<file path="src/rtl/twm_pkg.sv">
// Constants and types shared by the two-wire master-transmit sequencer
package twm_pkg;

  // Timing: one quarter of a serial clock period
  localparam int CLK_NS  = 40;
  localparam int QTR_NS  = 80;
  localparam int QTR_CYC = (QTR_NS + CLK_NS - 1) / CLK_NS;
  localparam int DIV_W   = 4;

  // Register offsets on the register port
  localparam logic [1:0] ADDR_CTRL = 2'h0;
  localparam logic [1:0] ADDR_STAT = 2'h1;
  localparam logic [1:0] ADDR_DATA = 2'h2;

  // Control register bit positions
  localparam int CB_FLAG  = 7;
  localparam int CB_ACKEN = 6;
  localparam int CB_START = 5;
  localparam int CB_STOP  = 4;
  localparam int CB_WCOL  = 3;
  localparam int CB_EN    = 2;
  localparam int CB_IRQEN = 0;

  // Status register fields, and the direction bit of the address byte
  localparam int         SP_HI     = 1;
  localparam int         SP_LO     = 0;
  localparam logic [7:0] CODE_MASK = 8'hf8;
  localparam int         DIR_BIT   = 0;

  // Status codes
  localparam logic [7:0] ST_START   = 8'h08;
  localparam logic [7:0] ST_RESTART = 8'h10;
  localparam logic [7:0] ST_AW_ACK  = 8'h18;
  localparam logic [7:0] ST_AW_NACK = 8'h20;
  localparam logic [7:0] ST_D_ACK   = 8'h28;
  localparam logic [7:0] ST_D_NACK  = 8'h30;
  localparam logic [7:0] ST_ARB     = 8'h38;
  localparam logic [7:0] ST_AR_ACK  = 8'h40;
  localparam logic [7:0] ST_AR_NACK = 8'h48;
  localparam logic [7:0] ST_IDLE    = 8'hf8;

  // Reset values
  localparam logic [7:0] DATA_RST  = 8'hff;
  localparam logic [1:0] PRESC_RST = 2'h0;

  // Bit engine step indices
  localparam logic [1:0] Q0      = 2'h0;
  localparam logic [1:0] Q1      = 2'h1;
  localparam logic [1:0] Q2      = 2'h2;
  localparam logic [1:0] Q3      = 2'h3;
  localparam logic [3:0] BIT_ACK = 4'h8;

  typedef enum logic [3:0] {
    OP_START   = 4'b0001,
    OP_RESTART = 4'b0010,
    OP_STOP    = 4'b0100,
    OP_BYTE    = 4'b1000
  } twm_op_t;

  typedef enum logic [1:0] {
    E_IDLE = 2'b01,
    E_RUN  = 2'b10
  } twm_eng_t;

  typedef enum logic [3:0] {
    T_IDLE = 4'b0001,
    T_WAIT = 4'b0010,
    T_RUN  = 4'b0100,
    T_HOLD = 4'b1000
  } twm_st_t;

endpackage : twm_pkg

</file>
<file path="src/rtl/twm_eng_if.sv">
// Command and result link between sequencer and bit engine
`timescale 1ns/1ns
interface twm_eng_if;
  import twm_pkg::*;
  logic       go;
  twm_op_t    cmd;
  logic [7:0] tx_byte;
  logic       done;
  logic       ack;
  logic       arb_lost;
  modport ctl (output go, cmd, tx_byte, input done, ack, arb_lost);
  modport eng (input go, cmd, tx_byte, output done, ack, arb_lost);
endinterface : twm_eng_if

</file>
<file path="src/rtl/twm_bit_engine.sv">
// Bit engine: start, repeated start, stop and byte-with-acknowledge
`timescale 1ns/1ns
module twm_bit_engine (
  // Clock and reset
  input  wire logic clock,
  input  wire logic rst,
  // Synchronised bus levels
  input  wire logic scl_s,
  input  wire logic sda_s,
  // Command link
  twm_eng_if.eng    bus,
  // Open-drain drive, high pulls the line low
  output logic      scl_oe_r,
  output logic      sda_oe_r
);
  import twm_pkg::*;

  twm_eng_t         st_r, st_nxt;
  twm_op_t          op_r, op_nxt;
  logic [1:0]       q_r, q_nxt;
  logic [3:0]       bit_r, bit_nxt;
  logic [8:0]       sh_r, sh_nxt;
  logic [DIV_W-1:0] div_r, div_nxt;
  logic             scl_nxt, sda_nxt;
  logic             done_r, done_nxt;
  logic             ack_r, ack_nxt;
  logic             arb_r, arb_nxt;
  logic             tick, adv;

  assign tick         = (st_r == E_RUN) && (div_r == DIV_W'(QTR_CYC - 1));
  assign bus.done     = done_r;
  assign bus.ack      = ack_r;
  assign bus.arb_lost = arb_r;

  always_comb begin
    st_nxt   = st_r;
    op_nxt   = op_r;
    q_nxt    = q_r;
    bit_nxt  = bit_r;
    sh_nxt   = sh_r;
    scl_nxt  = scl_oe_r;
    sda_nxt  = sda_oe_r;
    ack_nxt  = ack_r;
    arb_nxt  = arb_r;
    done_nxt = 1'b0;
    adv      = 1'b0;
    div_nxt  = (st_r == E_RUN && !tick) ? div_r + 1'b1 : '0;
    case (st_r)
      E_IDLE: begin
        if (bus.go) begin
          st_nxt  = E_RUN;
          op_nxt  = bus.cmd;
          q_nxt   = Q0;
          bit_nxt = '0;
          sh_nxt  = {bus.tx_byte, 1'b1};
          ack_nxt = 1'b0;
          arb_nxt = 1'b0;
        end
      end
      default: begin
        if (tick) begin
          adv = 1'b1;
          case (op_r)
            OP_START: begin
              if (q_r == Q0) begin
                sda_nxt = 1'b1;
              end else begin
                scl_nxt  = 1'b1;
                done_nxt = 1'b1;
              end
            end
            OP_RESTART: begin
              case (q_r)
                Q0: sda_nxt = 1'b0;
                Q1: scl_nxt = 1'b0;
                Q2: begin
                  // Waits for a target that stretches the clock
                  if (scl_s) sda_nxt = 1'b1;
                  else adv = 1'b0;
                end
                default: begin
                  scl_nxt  = 1'b1;
                  done_nxt = 1'b1;
                end
              endcase
            end
            OP_STOP: begin
              case (q_r)
                Q0: sda_nxt = 1'b1;
                Q1: scl_nxt = 1'b0;
                default: begin
                  if (scl_s) begin
                    sda_nxt  = 1'b0;
                    done_nxt = 1'b1;
                  end else begin
                    adv = 1'b0;
                  end
                end
              endcase
            end
            default: begin
              case (q_r)
                Q0: sda_nxt = ~sh_r[8];
                Q1: scl_nxt = 1'b0;
                Q2: begin
                  if (!scl_s) begin
                    adv = 1'b0;
                  end else if (bit_r == BIT_ACK) begin
                    ack_nxt = ~sda_s;
                  end else if (sh_r[8] && !sda_s) begin
                    // Another master won: let go of both lines
                    arb_nxt  = 1'b1;
                    scl_nxt  = 1'b0;
                    sda_nxt  = 1'b0;
                    done_nxt = 1'b1;
                  end
                end
                default: begin
                  scl_nxt = 1'b1;
                  sh_nxt  = {sh_r[7:0], 1'b0};
                  bit_nxt = bit_r + 4'h1;
                  if (bit_r == BIT_ACK) done_nxt = 1'b1;
                end
              endcase
            end
          endcase
          if (adv) q_nxt = q_r + 2'h1;
          if (done_nxt) st_nxt = E_IDLE;
        end
      end
    endcase
  end

  always_ff @(posedge clock or posedge rst) begin
    if (rst) begin
      st_r     <= E_IDLE;
      op_r     <= OP_START;
      q_r      <= Q0;
      bit_r    <= '0;
      sh_r     <= '0;
      div_r    <= '0;
      scl_oe_r <= 1'b0;
      sda_oe_r <= 1'b0;
      done_r   <= 1'b0;
      ack_r    <= 1'b0;
      arb_r    <= 1'b0;
    end else begin
      st_r     <= st_nxt;
      op_r     <= op_nxt;
      q_r      <= q_nxt;
      bit_r    <= bit_nxt;
      sh_r     <= sh_nxt;
      div_r    <= div_nxt;
      scl_oe_r <= scl_nxt;
      sda_oe_r <= sda_nxt;
      done_r   <= done_nxt;
      ack_r    <= ack_nxt;
      arb_r    <= arb_nxt;
    end
  end

endmodule : twm_bit_engine

</file>
<file path="src/rtl/twm_master_tx.sv">
// Two-wire master-transmit sequencer: registers, status codes, bus control
//
// Local design decisions: the address-and-strobe port and the placing of the registers.
`timescale 1ns/1ns
module twm_master_tx (
  // Clock and reset
  input  wire logic       clock,
  input  wire logic       rst,
  // Register port
  input  wire logic [1:0] reg_addr,
  input  wire logic [7:0] reg_wdata,
  input  wire logic       reg_wr,
  input  wire logic       reg_rd,
  output logic      [7:0] reg_rdata,
  // Interrupt request
  output logic            irq,
  // Serial bus, open drain
  input  wire logic       scl_in,
  output logic            scl_out,
  output logic            scl_oe,
  input  wire logic       sda_in,
  output logic            sda_out,
  output logic            sda_oe
);
  import twm_pkg::*;

  twm_eng_if eng ();

  twm_st_t    st_r, st_nxt;
  twm_op_t    cmd_r, cmd_nxt;
  logic       go_r, go_nxt;
  logic       flag_r, flag_nxt;
  logic       acken_r, acken_nxt;
  logic       start_r, start_nxt;
  logic       stop_r, stop_nxt;
  logic       wcol_r, wcol_nxt;
  logic       en_r, en_nxt;
  logic       irqen_r, irqen_nxt;
  logic [7:0] status_r, status_nxt;
  logic [1:0] presc_r, presc_nxt;
  logic [7:0] data_r, data_nxt;
  logic [7:0] rdata_r, rdata_nxt;
  logic       irq_r, irq_nxt;
  logic       is_addr_r, is_addr_nxt;
  logic       rx_mode_r, rx_mode_nxt;
  logic       pend_r, pend_nxt;
  logic       busy_r, busy_nxt;
  logic       scl_m, scl_s, scl_d;
  logic       sda_m, sda_s, sda_d;
  logic       ctrl_wr, stat_wr, data_wr, clr, wsta, wsto, wen;
  logic       tx_code;

  assign ctrl_wr = reg_wr && (reg_addr == ADDR_CTRL);
  assign stat_wr = reg_wr && (reg_addr == ADDR_STAT);
  assign data_wr = reg_wr && (reg_addr == ADDR_DATA);
  assign clr     = ctrl_wr && reg_wdata[CB_FLAG];
  assign wsta    = reg_wdata[CB_START];
  assign wsto    = reg_wdata[CB_STOP];
  assign wen     = reg_wdata[CB_EN];
  assign tx_code = (status_r == ST_AW_ACK) || (status_r == ST_AW_NACK) ||
                   (status_r == ST_D_ACK) || (status_r == ST_D_NACK);

  assign eng.go      = go_r;
  assign eng.cmd     = cmd_r;
  assign eng.tx_byte = data_r;
  assign reg_rdata   = rdata_r;
  assign irq         = irq_r;

  twm_bit_engine u_engine (
    .clock    (clock),
    .rst      (rst),
    .scl_s    (scl_s),
    .sda_s    (sda_s),
    .bus      (eng.eng),
    .scl_oe_r (scl_oe),
    .sda_oe_r (sda_oe)
  );

  // Bus lines come from another domain; two flops before any use
  always_ff @(posedge clock or posedge rst) begin
    if (rst) begin
      scl_m   <= 1'b1;
      scl_s   <= 1'b1;
      scl_d   <= 1'b1;
      sda_m   <= 1'b1;
      sda_s   <= 1'b1;
      sda_d   <= 1'b1;
      scl_out <= 1'b0;
      sda_out <= 1'b0;
    end else begin
      scl_m   <= scl_in;
      scl_s   <= scl_m;
      scl_d   <= scl_s;
      sda_m   <= sda_in;
      sda_s   <= sda_m;
      sda_d   <= sda_s;
      scl_out <= 1'b0;
      sda_out <= 1'b0;
    end
  end

  always_comb begin
    st_nxt      = st_r;
    cmd_nxt     = cmd_r;
    go_nxt      = 1'b0;
    acken_nxt   = acken_r;
    start_nxt   = start_r;
    stop_nxt    = stop_r;
    wcol_nxt    = wcol_r;
    en_nxt      = en_r;
    irqen_nxt   = irqen_r;
    status_nxt  = status_r;
    presc_nxt   = presc_r;
    data_nxt    = data_r;
    is_addr_nxt = is_addr_r;
    rx_mode_nxt = rx_mode_r;
    pend_nxt    = pend_r;
    busy_nxt    = busy_r;
    flag_nxt    = flag_r & ~clr;
    // Bus ownership seen on the lines, for any master
    if (scl_s && scl_d && sda_d && !sda_s) busy_nxt = 1'b1;
    else if (scl_s && scl_d && !sda_d && sda_s) busy_nxt = 1'b0;
    // Acknowledge enable is kept for software only
    if (ctrl_wr) begin
      acken_nxt = reg_wdata[CB_ACKEN];
      start_nxt = wsta;
      stop_nxt  = wsto;
      en_nxt    = wen;
      irqen_nxt = reg_wdata[CB_IRQEN];
    end else if (stat_wr) begin
      presc_nxt = reg_wdata[SP_HI:SP_LO];
    end else if (data_wr) begin
      if (flag_r) begin
        data_nxt = reg_wdata;
        wcol_nxt = 1'b0;
      end else begin
        wcol_nxt = 1'b1;
      end
    end
    case (st_r)
      T_IDLE: begin
        if (clr && wen && wsta) st_nxt = T_WAIT;
      end
      T_WAIT: begin
        if (!en_r) begin
          st_nxt = T_IDLE;
        end else if (!busy_r) begin
          go_nxt  = 1'b1;
          cmd_nxt = OP_START;
          st_nxt  = T_RUN;
        end
      end
      T_RUN: begin
        if (eng.done) begin
          st_nxt   = T_HOLD;
          flag_nxt = 1'b1;
          if (eng.arb_lost) begin
            status_nxt  = ST_ARB;
            rx_mode_nxt = 1'b0;
          end else if (cmd_r == OP_START) begin
            status_nxt = ST_START;
          end else if (cmd_r == OP_RESTART) begin
            status_nxt = ST_RESTART;
          end else if (cmd_r == OP_STOP) begin
            flag_nxt = flag_r & ~clr;
            stop_nxt = 1'b0;
            pend_nxt = 1'b0;
            if (pend_r) begin
              st_nxt = T_WAIT;
            end else begin
              st_nxt     = T_IDLE;
              status_nxt = ST_IDLE;
            end
          end else if (is_addr_r) begin
            rx_mode_nxt = data_r[DIR_BIT];
            if (data_r[DIR_BIT])
              status_nxt = eng.ack ? ST_AR_ACK : ST_AR_NACK;
            else
              status_nxt = eng.ack ? ST_AW_ACK : ST_AW_NACK;
          end else begin
            status_nxt = eng.ack ? ST_D_ACK : ST_D_NACK;
          end
        end
      end
      default: begin
        // Except after lost arbitration, the bus stays held until software clears the flag
        if (clr && wen) begin
          if (status_r == ST_ARB) begin
            if (wsta) begin
              st_nxt = T_WAIT;
            end else begin
              st_nxt     = T_IDLE;
              status_nxt = ST_IDLE;
            end
          end else if (wsto) begin
            go_nxt   = 1'b1;
            cmd_nxt  = OP_STOP;
            st_nxt   = T_RUN;
            pend_nxt = wsta;
          end else if (wsta) begin
            go_nxt  = 1'b1;
            cmd_nxt = OP_RESTART;
            st_nxt  = T_RUN;
          end else if (status_r == ST_START || status_r == ST_RESTART) begin
            go_nxt      = 1'b1;
            cmd_nxt     = OP_BYTE;
            is_addr_nxt = 1'b1;
            st_nxt      = T_RUN;
          end else if (tx_code) begin
            go_nxt      = 1'b1;
            cmd_nxt     = OP_BYTE;
            is_addr_nxt = 1'b0;
            st_nxt      = T_RUN;
          end
        end
      end
    endcase
    irq_nxt   = flag_r && irqen_r;
    rdata_nxt = 8'h00;
    if (reg_rd) begin
      if (reg_addr == ADDR_CTRL)
        rdata_nxt = {flag_r, acken_r, start_r, stop_r,
                     wcol_r, en_r, 1'b0, irqen_r};
      else if (reg_addr == ADDR_STAT)
        rdata_nxt = (status_r & CODE_MASK) | {6'h00, presc_r};
      else if (reg_addr == ADDR_DATA)
        rdata_nxt = data_r;
    end
  end

  always_ff @(posedge clock or posedge rst) begin
    if (rst) begin
      st_r      <= T_IDLE;
      cmd_r     <= OP_START;
      go_r      <= 1'b0;
      flag_r    <= 1'b0;
      acken_r   <= 1'b0;
      start_r   <= 1'b0;
      stop_r    <= 1'b0;
      wcol_r    <= 1'b0;
      en_r      <= 1'b0;
      irqen_r   <= 1'b0;
      status_r  <= ST_IDLE;
      presc_r   <= PRESC_RST;
      data_r    <= DATA_RST;
      rdata_r   <= 8'h00;
      irq_r     <= 1'b0;
      is_addr_r <= 1'b0;
      rx_mode_r <= 1'b0;
      pend_r    <= 1'b0;
      busy_r    <= 1'b0;
    end else begin
      st_r      <= st_nxt;
      cmd_r     <= cmd_nxt;
      go_r      <= go_nxt;
      flag_r    <= flag_nxt;
      acken_r   <= acken_nxt;
      start_r   <= start_nxt;
      stop_r    <= stop_nxt;
      wcol_r    <= wcol_nxt;
      en_r      <= en_nxt;
      irqen_r   <= irqen_nxt;
      status_r  <= status_nxt;
      presc_r   <= presc_nxt;
      data_r    <= data_nxt;
      rdata_r   <= rdata_nxt;
      irq_r     <= irq_nxt;
      is_addr_r <= is_addr_nxt;
      rx_mode_r <= rx_mode_nxt;
      pend_r    <= pend_nxt;
      busy_r    <= busy_nxt;
    end
  end
endmodule : twm_master_tx

</file>
<file path="config.mk">
export PLATFORM = sky130hd
export DESIGN_NAME = twm_master_tx
export DESIGN_NICKNAME = d
export VERILOG_FILES = /design/src/rtl/twm_pkg.sv /design/src/rtl/twm_eng_if.sv /design/src/rtl/twm_bit_engine.sv /design/src/rtl/twm_master_tx.sv
export SDC_FILE = /design/constraint.sdc
export NUM_CORES = 1
export LEC_CHECK = 0
export BUFFER_PORTS_ARGS = -buffer_cell sky130_fd_sc_hd__buf_2
export CELL_PAD_IN_SITES_DETAIL_PLACEMENT = 0
export CELL_PAD_IN_SITES_GLOBAL_PLACEMENT = 1
export CORE_AREA = 2 2 96 98
export CTS_BUF_LIST = sky130_fd_sc_hd__clkbuf_8
export CTS_CLUSTER_DIAMETER = 60
export CTS_CLUSTER_SIZE = 8
export DETAILED_ROUTE_END_ITERATION = 12
export DIE_AREA = 0 0 98 100
export GPL_TIMING_DRIVEN = 0
export HOLD_SLACK_MARGIN = 0.02
export PLACE_DENSITY = 0.8
export SETUP_SLACK_MARGIN = 0.15
export SLEW_MARGIN = 10
export SYNTH_ARGS = -nofsm -noshare
export SYNTH_HDL_FRONTEND = slang
export SYNTH_SLANG_ARGS = --single-unit
</file>
<file path="constraint.sdc">
create_clock -name clock -period 2.95 [get_ports clock]
set_clock_uncertainty 0.05 [all_clocks]
set_input_delay 0.1475 -clock clock [delete_from_list [all_inputs] [get_ports clock]]
set_output_delay 0.1475 -clock clock [all_outputs]
set_load 0.02 [all_outputs]
</file>
; Word level (Yosys, flattened, before mapping)
; Cells that the tools add are included.
[classes]
n_shift = 0
n_div = 0
addsub = 3
eq_ne = 54
muxes = 148
n_mul = 0
n_reduce_logical = 64
magnitude_cmp = 0
n_bitwise = 14
[op_table]
columns = op, count
row1 = $mux W4, 29
row2 = $mux W8, 14
row3 = $mux W1, 72
row4 = $mux W9, 5
row5 = $eq A8 B6 Y1 const B, 4
row6 = $reduce_bool A2 Y1, 13
row7 = $ne A2 B2 Y1 const B, 12
row8 = $reduce_and A6 Y1, 4
row9 = $mux W2, 10
row10 = $reduce_and A9 Y1, 2
row11 = $eq A4 B1 Y1 const B, 4
row12 = $eq A8 B5 Y1 const B, 2
row13 = $ne A2 B1 Y1 const B, 8
row14 = $pmux W1 S2, 8
row15 = $pmux W8 S2, 1
row16 = $logic_and A1 B1 Y1, 15
row17 = $eq A4 B2 Y1 const B, 3
row18 = $eq A4 B3 Y1 const B, 3
row19 = $not A1 Y1, 12
row20 = $pmux W1 S3, 4
row21 = $pmux W4 S3, 1
row22 = $reduce_and A11 Y1, 1
row23 = $ne A5 B5 Y1 const B, 2
row24 = $ne A3 B3 Y1 const B, 3
row25 = other kinds (31), 51
[totals]
elab_cells = 318
mem_count = 0
ram_bits = 0
romBits = 0
latch_bits = 0
register_bits = 82

; Depth between registers and ports, before layout
[depth]
ltp_word = 12
depth_mapped = 8
depth_no_buf = 7

; Hierarchy
; From an unflattened synthesis, not the netlist that was laid out.
[unflattened]
hier_cells = 410
area_unflattened_um2 = 4272.8
[modules_own_cells]
columns = module, n_inst, seq_area_each_um2, area_each_um2, cells_each
row1 = twm_master_tx, 1, 1252.5, 2522.4, 227
row2 = twm_bit_engine, 1, 753.2, 1750.4, 183

; Worst setup path after synthesis
; OpenSTA, ideal clock, no wires.
[synth_timing]
path_kind = register to register
start = register u_engine.div_r[1]
end = register u_engine.ack_r, in the netlist u_engine.bus.ack
setup_ns = 0.067
setup_slack_ns = 0.763
required_time_ns = 2.833
path_buffers = 0
path_stages_with_launch = 8
arrival_ns = 2.070
path_cell_list = dfrtp_1 -> inv_1 -> ha_1 -> or3b_2 -> o21ai_1 -> nand4_1 -> or4b_2 -> nand2_1
[synth_via]
elab_chain_cells = 4
[synth_rtl]
columns = item, line_no
row1 = from (decl), twm_bit_engine.sv:23  ; logic [DIV_W-1:0] div_r, div_nxt;
row2 = from (signal assigned), twm_bit_engine.sv:153  ; div_r <= div_nxt;
row3 = $eq A4 B1 Y1, twm_bit_engine.sv:30  ; assign tick = (st_r == E_RUN) && (div_r == DIV_W'(QTR_CYC - 1));
row4 = $logic_and A1 B1 Y1, twm_bit_engine.sv:30
row5 = $reduce_bool A2 Y1 (no line), n/a
row6 = $reduce_and A6 Y1 (no line), n/a
row7 = to (signal assigned), twm_bit_engine.sv:157  ; ack_r <= ack_nxt;
row8 = to (decl), twm_bit_engine.sv:26  ; logic ack_r, ack_nxt;
; No other way between the ends.
; A chain may end at the register's enable or synchronous reset.

; Final worst setup path
[layout_timing]
start = input reg_addr[0]
end = register status_r[6]
[layout_via]
elab_chain_cells = 6
[layout_rtl]
columns = item, line_no
row1 = from (decl), twm_master_tx.sv:10  ; input wire logic [1:0] reg_addr,
row2 = $logic_not A2 Y1, twm_master_tx.sv:53  ; assign ctrl_wr = reg_wr && (reg_addr == ADDR_CTRL);
row3 = $logic_and A1 B1 Y1, twm_master_tx.sv:53
row4 = $logic_and A1 B1 Y1, twm_master_tx.sv:56  ; assign clr = ctrl_wr && reg_wdata[CB_FLAG];
row5 = $logic_and A1 B1 Y1, twm_master_tx.sv:187  ; if (clr && wen) begin
row6 = $reduce_bool A2 Y1 (no line), n/a
row7 = $reduce_and A6 Y1 (no line), n/a
row8 = to (signal assigned), twm_master_tx.sv:263  ; status_r <= status_nxt;
row9 = to (decl), twm_master_tx.sv:39  ; logic [7:0] status_r, status_nxt;
; No other way between the ends.

==> results summary <==
The post-synthesis instance total is 417. In the synthesized netlist, mux cells make up under 10% of the area. Of the total synthesized cell area, the portion taken by XOR and XNOR cells is around 1.4%. The number of violations of the max-capacitance limit came out at 0. Walking the worst path, the cells encountered are dlygate4sd3_1 > buf_6 > nor3b_4 > and3_4 > or4b_4 > a21oi_4 > mux2_4.

The clock-pin slew of the registers on the worst-case setup and hold paths came out at ~100 ps. The total area of multi-input combinational cells is 2071 µm². The antenna diode instance count is 0. The number of optimization iterations in the first detailed-route pass came out at 4. Counting every sink on the clock net gives slightly below 80. The arrival time of data at the critical path endpoint is ~2700 ps. The die is 100 µm tall. For the worst-skew pair, the clock arrives at the later sink with an insertion delay of 360 ps. STA classifies the critical path startpoint as an input port. The number of synthesized flops with an enable pin came out at 0. The synthesized netlist devotes under 10% of its cell area to adder and majority cells.

The post-route clock period utilization is ~84%. The leftover overflow at the end of global routing came out at 0. The largest driver fanout on the critical path is 10. The most frequent cell after synthesis is dfrtp_1.

The most used flip-flop cell after synthesis is dfrtp_1. The achievable frequency is just over 400 MHz. The area share of the largest cell type after synthesis is around 33%. The half-perimeter wire length after placement is 6.566 mm. The worst hold path cell count came out at 2.

The leakage power is between 2 and 2.5 nW. The simple-gate portion of the synthesized area came out at 18.23%. The commonest cells after synthesis are dfrtp_1, nand2_1, nor2_1, o21ai_0, dfstp_2. The number of buffers added for setup after CTS came out at 0. Global routing used roughly 20% of the available tracks across all layers. The aggregate routed wire length came out at slightly above 9 mm.

The total number of vias came out at 3287. The reg-to-reg setup timing slack came out at 550 ps. In the routed layout, each cell is associated on average with a via count of ~5.7. The launch point of the worst hold path is reg_rd.

The cell at the slowest stage of the critical path is dlygate4sd3_1. The cell at the root of the clock tree is clkbuf_8. The final critical-path required period is 2473 ps. The sequential share of the synthesized area is between 40% and 50%. The number of buffers between clock root and the deepest sink is 2.

The setup-violating endpoint count in the final report is 0. The number of antenna violations at the first check in global routing came out at 0. The global placement routability congestion came out at roughly 0.8. During placement, the flow inserted port buffers numbering 23. The depth of the most critical reg-to-reg path came out at 7. The max-slew violation count is 0. The number of warnings issued by yosys is 0. The worst setup path is captured at a flop.

The number of top-level design ports is 29. The area added between synthesis and finish came out at 14.08%. The delay contributed by the slowest stage of the critical path is approximately 550 ps. The flip-flop and latch count after synthesis is between 70 and 80. The tightest hold path in the finished design has a slack of 33.12 ps. By area the synthesized netlist is led by dfrtp_1, dfstp_2, mux2_2. The sequential cell area in the final layout came out at around 2000 µm². In the routed design, unresolved DRC markers number 0.

The synthesized design spends more area on one cell type than any other, namely dfrtp_1. For this configuration, the core starts out at a cell density of 47.87%. By area, the combinational part of the netlist is dominated by simple AND/OR/NAND/NOR gates. The power density relative to cell area is ~430 nW/µm². Entering global routing, the biggest net connects 50 pins.

After synthesis, the mean cell area works out to just over 10 µm². The cell area that synthesis handed to floorplanning was roughly 4300 µm². TritonCTS built the clock tree. Setup repair after global routing left no endpoint under its margin. The post-route netlist has 22.60% of its cells at a drive strength greater than 1. The post-route setup TNS came out at 0 ps.

The iteration-0 DRC count of the detailed router is approximately 260. The number of global-route vias before repair came out at 3150. The number of distinct library cells after synthesis came out at between 60 and 70. The placement row count is 35. The first-pass GRT wire length is approximately 16 mm. The number of inserted filler cells in the final layout is 785. For hold timing, the worst endpoint is reg_rdata[1]. The measured slew at the worst slew-check pin is between 800 and 900 ps. At the end of the flow, the number of nets in the layout was 491. The capture point of the worst reg-to-reg path is u_engine.bus.ack. The core area came out at about 9000 µm². The total clock buffers created by CTS came out at 9. The data required time of the critical path is 3190 ps. In this run the worst hold path is classified as in2reg. The number of placed instances with taps included came out at 553. The remaining number of nets flagged by the antenna check after routing came out at 0.

The synthesized netlist devotes 15.76% of its cell area to compound gates. The source of the worst register-to-register timing path is u_engine.div_r[1]. The horizontal extent of the die came out at 98 µm. The classification of the worst setup path is in2reg. The run finished with clean final reports.

The area of the die came out at roughly 9800 µm². The number of H-tree levels is 3. The finished layout holds between 500 and 600 standard cells, fillers aside.

The worst slew slack as a fraction of its limit is a little over two fifths. After detailed routing, the average wire length per cell comes to 16.12 µm. The proportion of synthesized flip-flops having asynchronous set or reset came out at 100.0%. The final hold violation count is 0. The worst-case IR drop observed on VDD is approximately 0.23 mV.
critical path, delay by kind of cell:
kind | cells | cell delay, ps
buffers and inverters | 2 | 700
muxes | 1 | 330
and+or+nand+nor | 3 | 1250
AOI/OAI and AO/OA | 1 | 290
metrics by stage:
stage          worst slack (ps)  util, %  instance area, µm²  power (mW)
2_1_floorplan             763.3        -                4259       1.229
3_3_place_gp             -174.2    50.77                4513       1.269
3_5_place_dp              551.2    51.10                4543       1.277
4_1_cts                   511.9    54.61                4855       2.131
5_1_grt                   403.7    54.61                4855       2.194
6_report                  476.8    54.61                4855       2.110
cell type report:
class                   count  share of cell area [%]
flip-flops and latches     79                   41.31
plain buffers              23                   2.371
multi-input cells         298                   42.65
well taps                 111                   2.861
clock inverters             7                   1.598
clock buffers               9                   2.552
inverters                  18                   1.443
repair buffers             35                   5.206
power by group:
group	switching [mW]	internal, mW
Combinational	0.0753	0.0586
Sequential	0.0172	1.12
Clock	0.443	0.400
Total	0.536	1.57
state kept, by name (all words and copies together), names as in the netlist, 4 cells and up:
signal,count
u_engine.op_r,4
status_r,5
data_r,8
u_engine.sh_r,9
u_engine.bit_r,4
cmd_r,4
reg_rdata,8
st_r,4
u_engine.div_r,4
placed cells by master, fill, tap and decap left out, types with 5 or more instances in the layout:
cell / instances
buf_2: 28
nand2_1: 35
mux2_2: 18
dfrtp_1: 56
a31oi_1: 6
a211oi_1: 6
clkbuf_8: 9
nor2b_1: 8
a21o_1: 6
mux2i_1: 17
o21ai_0: 24
o31ai_1: 5
ha_1: 11
nor3_1: 10
nand3b_1: 6
nor2_1: 28
nor3b_1: 5
nand4_1: 6
nand2b_1: 9
a21oi_1: 19
clkbuf_1: 14
nand3_1: 7
dfstp_2: 23
and2_1: 7
dlygate4sd3_1: 11
inv_1: 17
per-layer routing:
layer	share of wire, %	track usage (%)	wire (µm)
met5	0	0	0
met4	1.9	8.226	177
met3	2.8	2.716	262
met2	48	33.61	4476
met1	47	26.99	4432
repair_timing:
item	CTS	global route
resized for setup	0	0
hold buffers	11	0
hold endpoints to repair	37	0
kinds of logic after synthesis:
group	count (synthesis)
AND/OR/NAND/NOR	141
AO/OA/AOI/OAI	99
flip-flops	79
buffers and inverters	41
multiplexers	38
adder cells (fa/ha/maj)	11
XOR/XNOR	7
other	1
worst max-delay path by stage:
stage,start,to,slack (ps),cells past startpoint
final,reg_addr[0],status_r[6],480,7
after CTS,reg_addr[0],status_r[6],510,7
after global placement,rst,reg_rdata[0],-170,2
after global routing,u_engine.q_r[0],u_engine.scl_oe_r,400,7
after floorplan,u_engine.div_r[1],u_engine.bus.ack,760,7
after detailed placement,u_engine.q_r[0],u_engine.scl_oe_r,550,7
No activity file was read; power rests on OpenSTA's default activity.
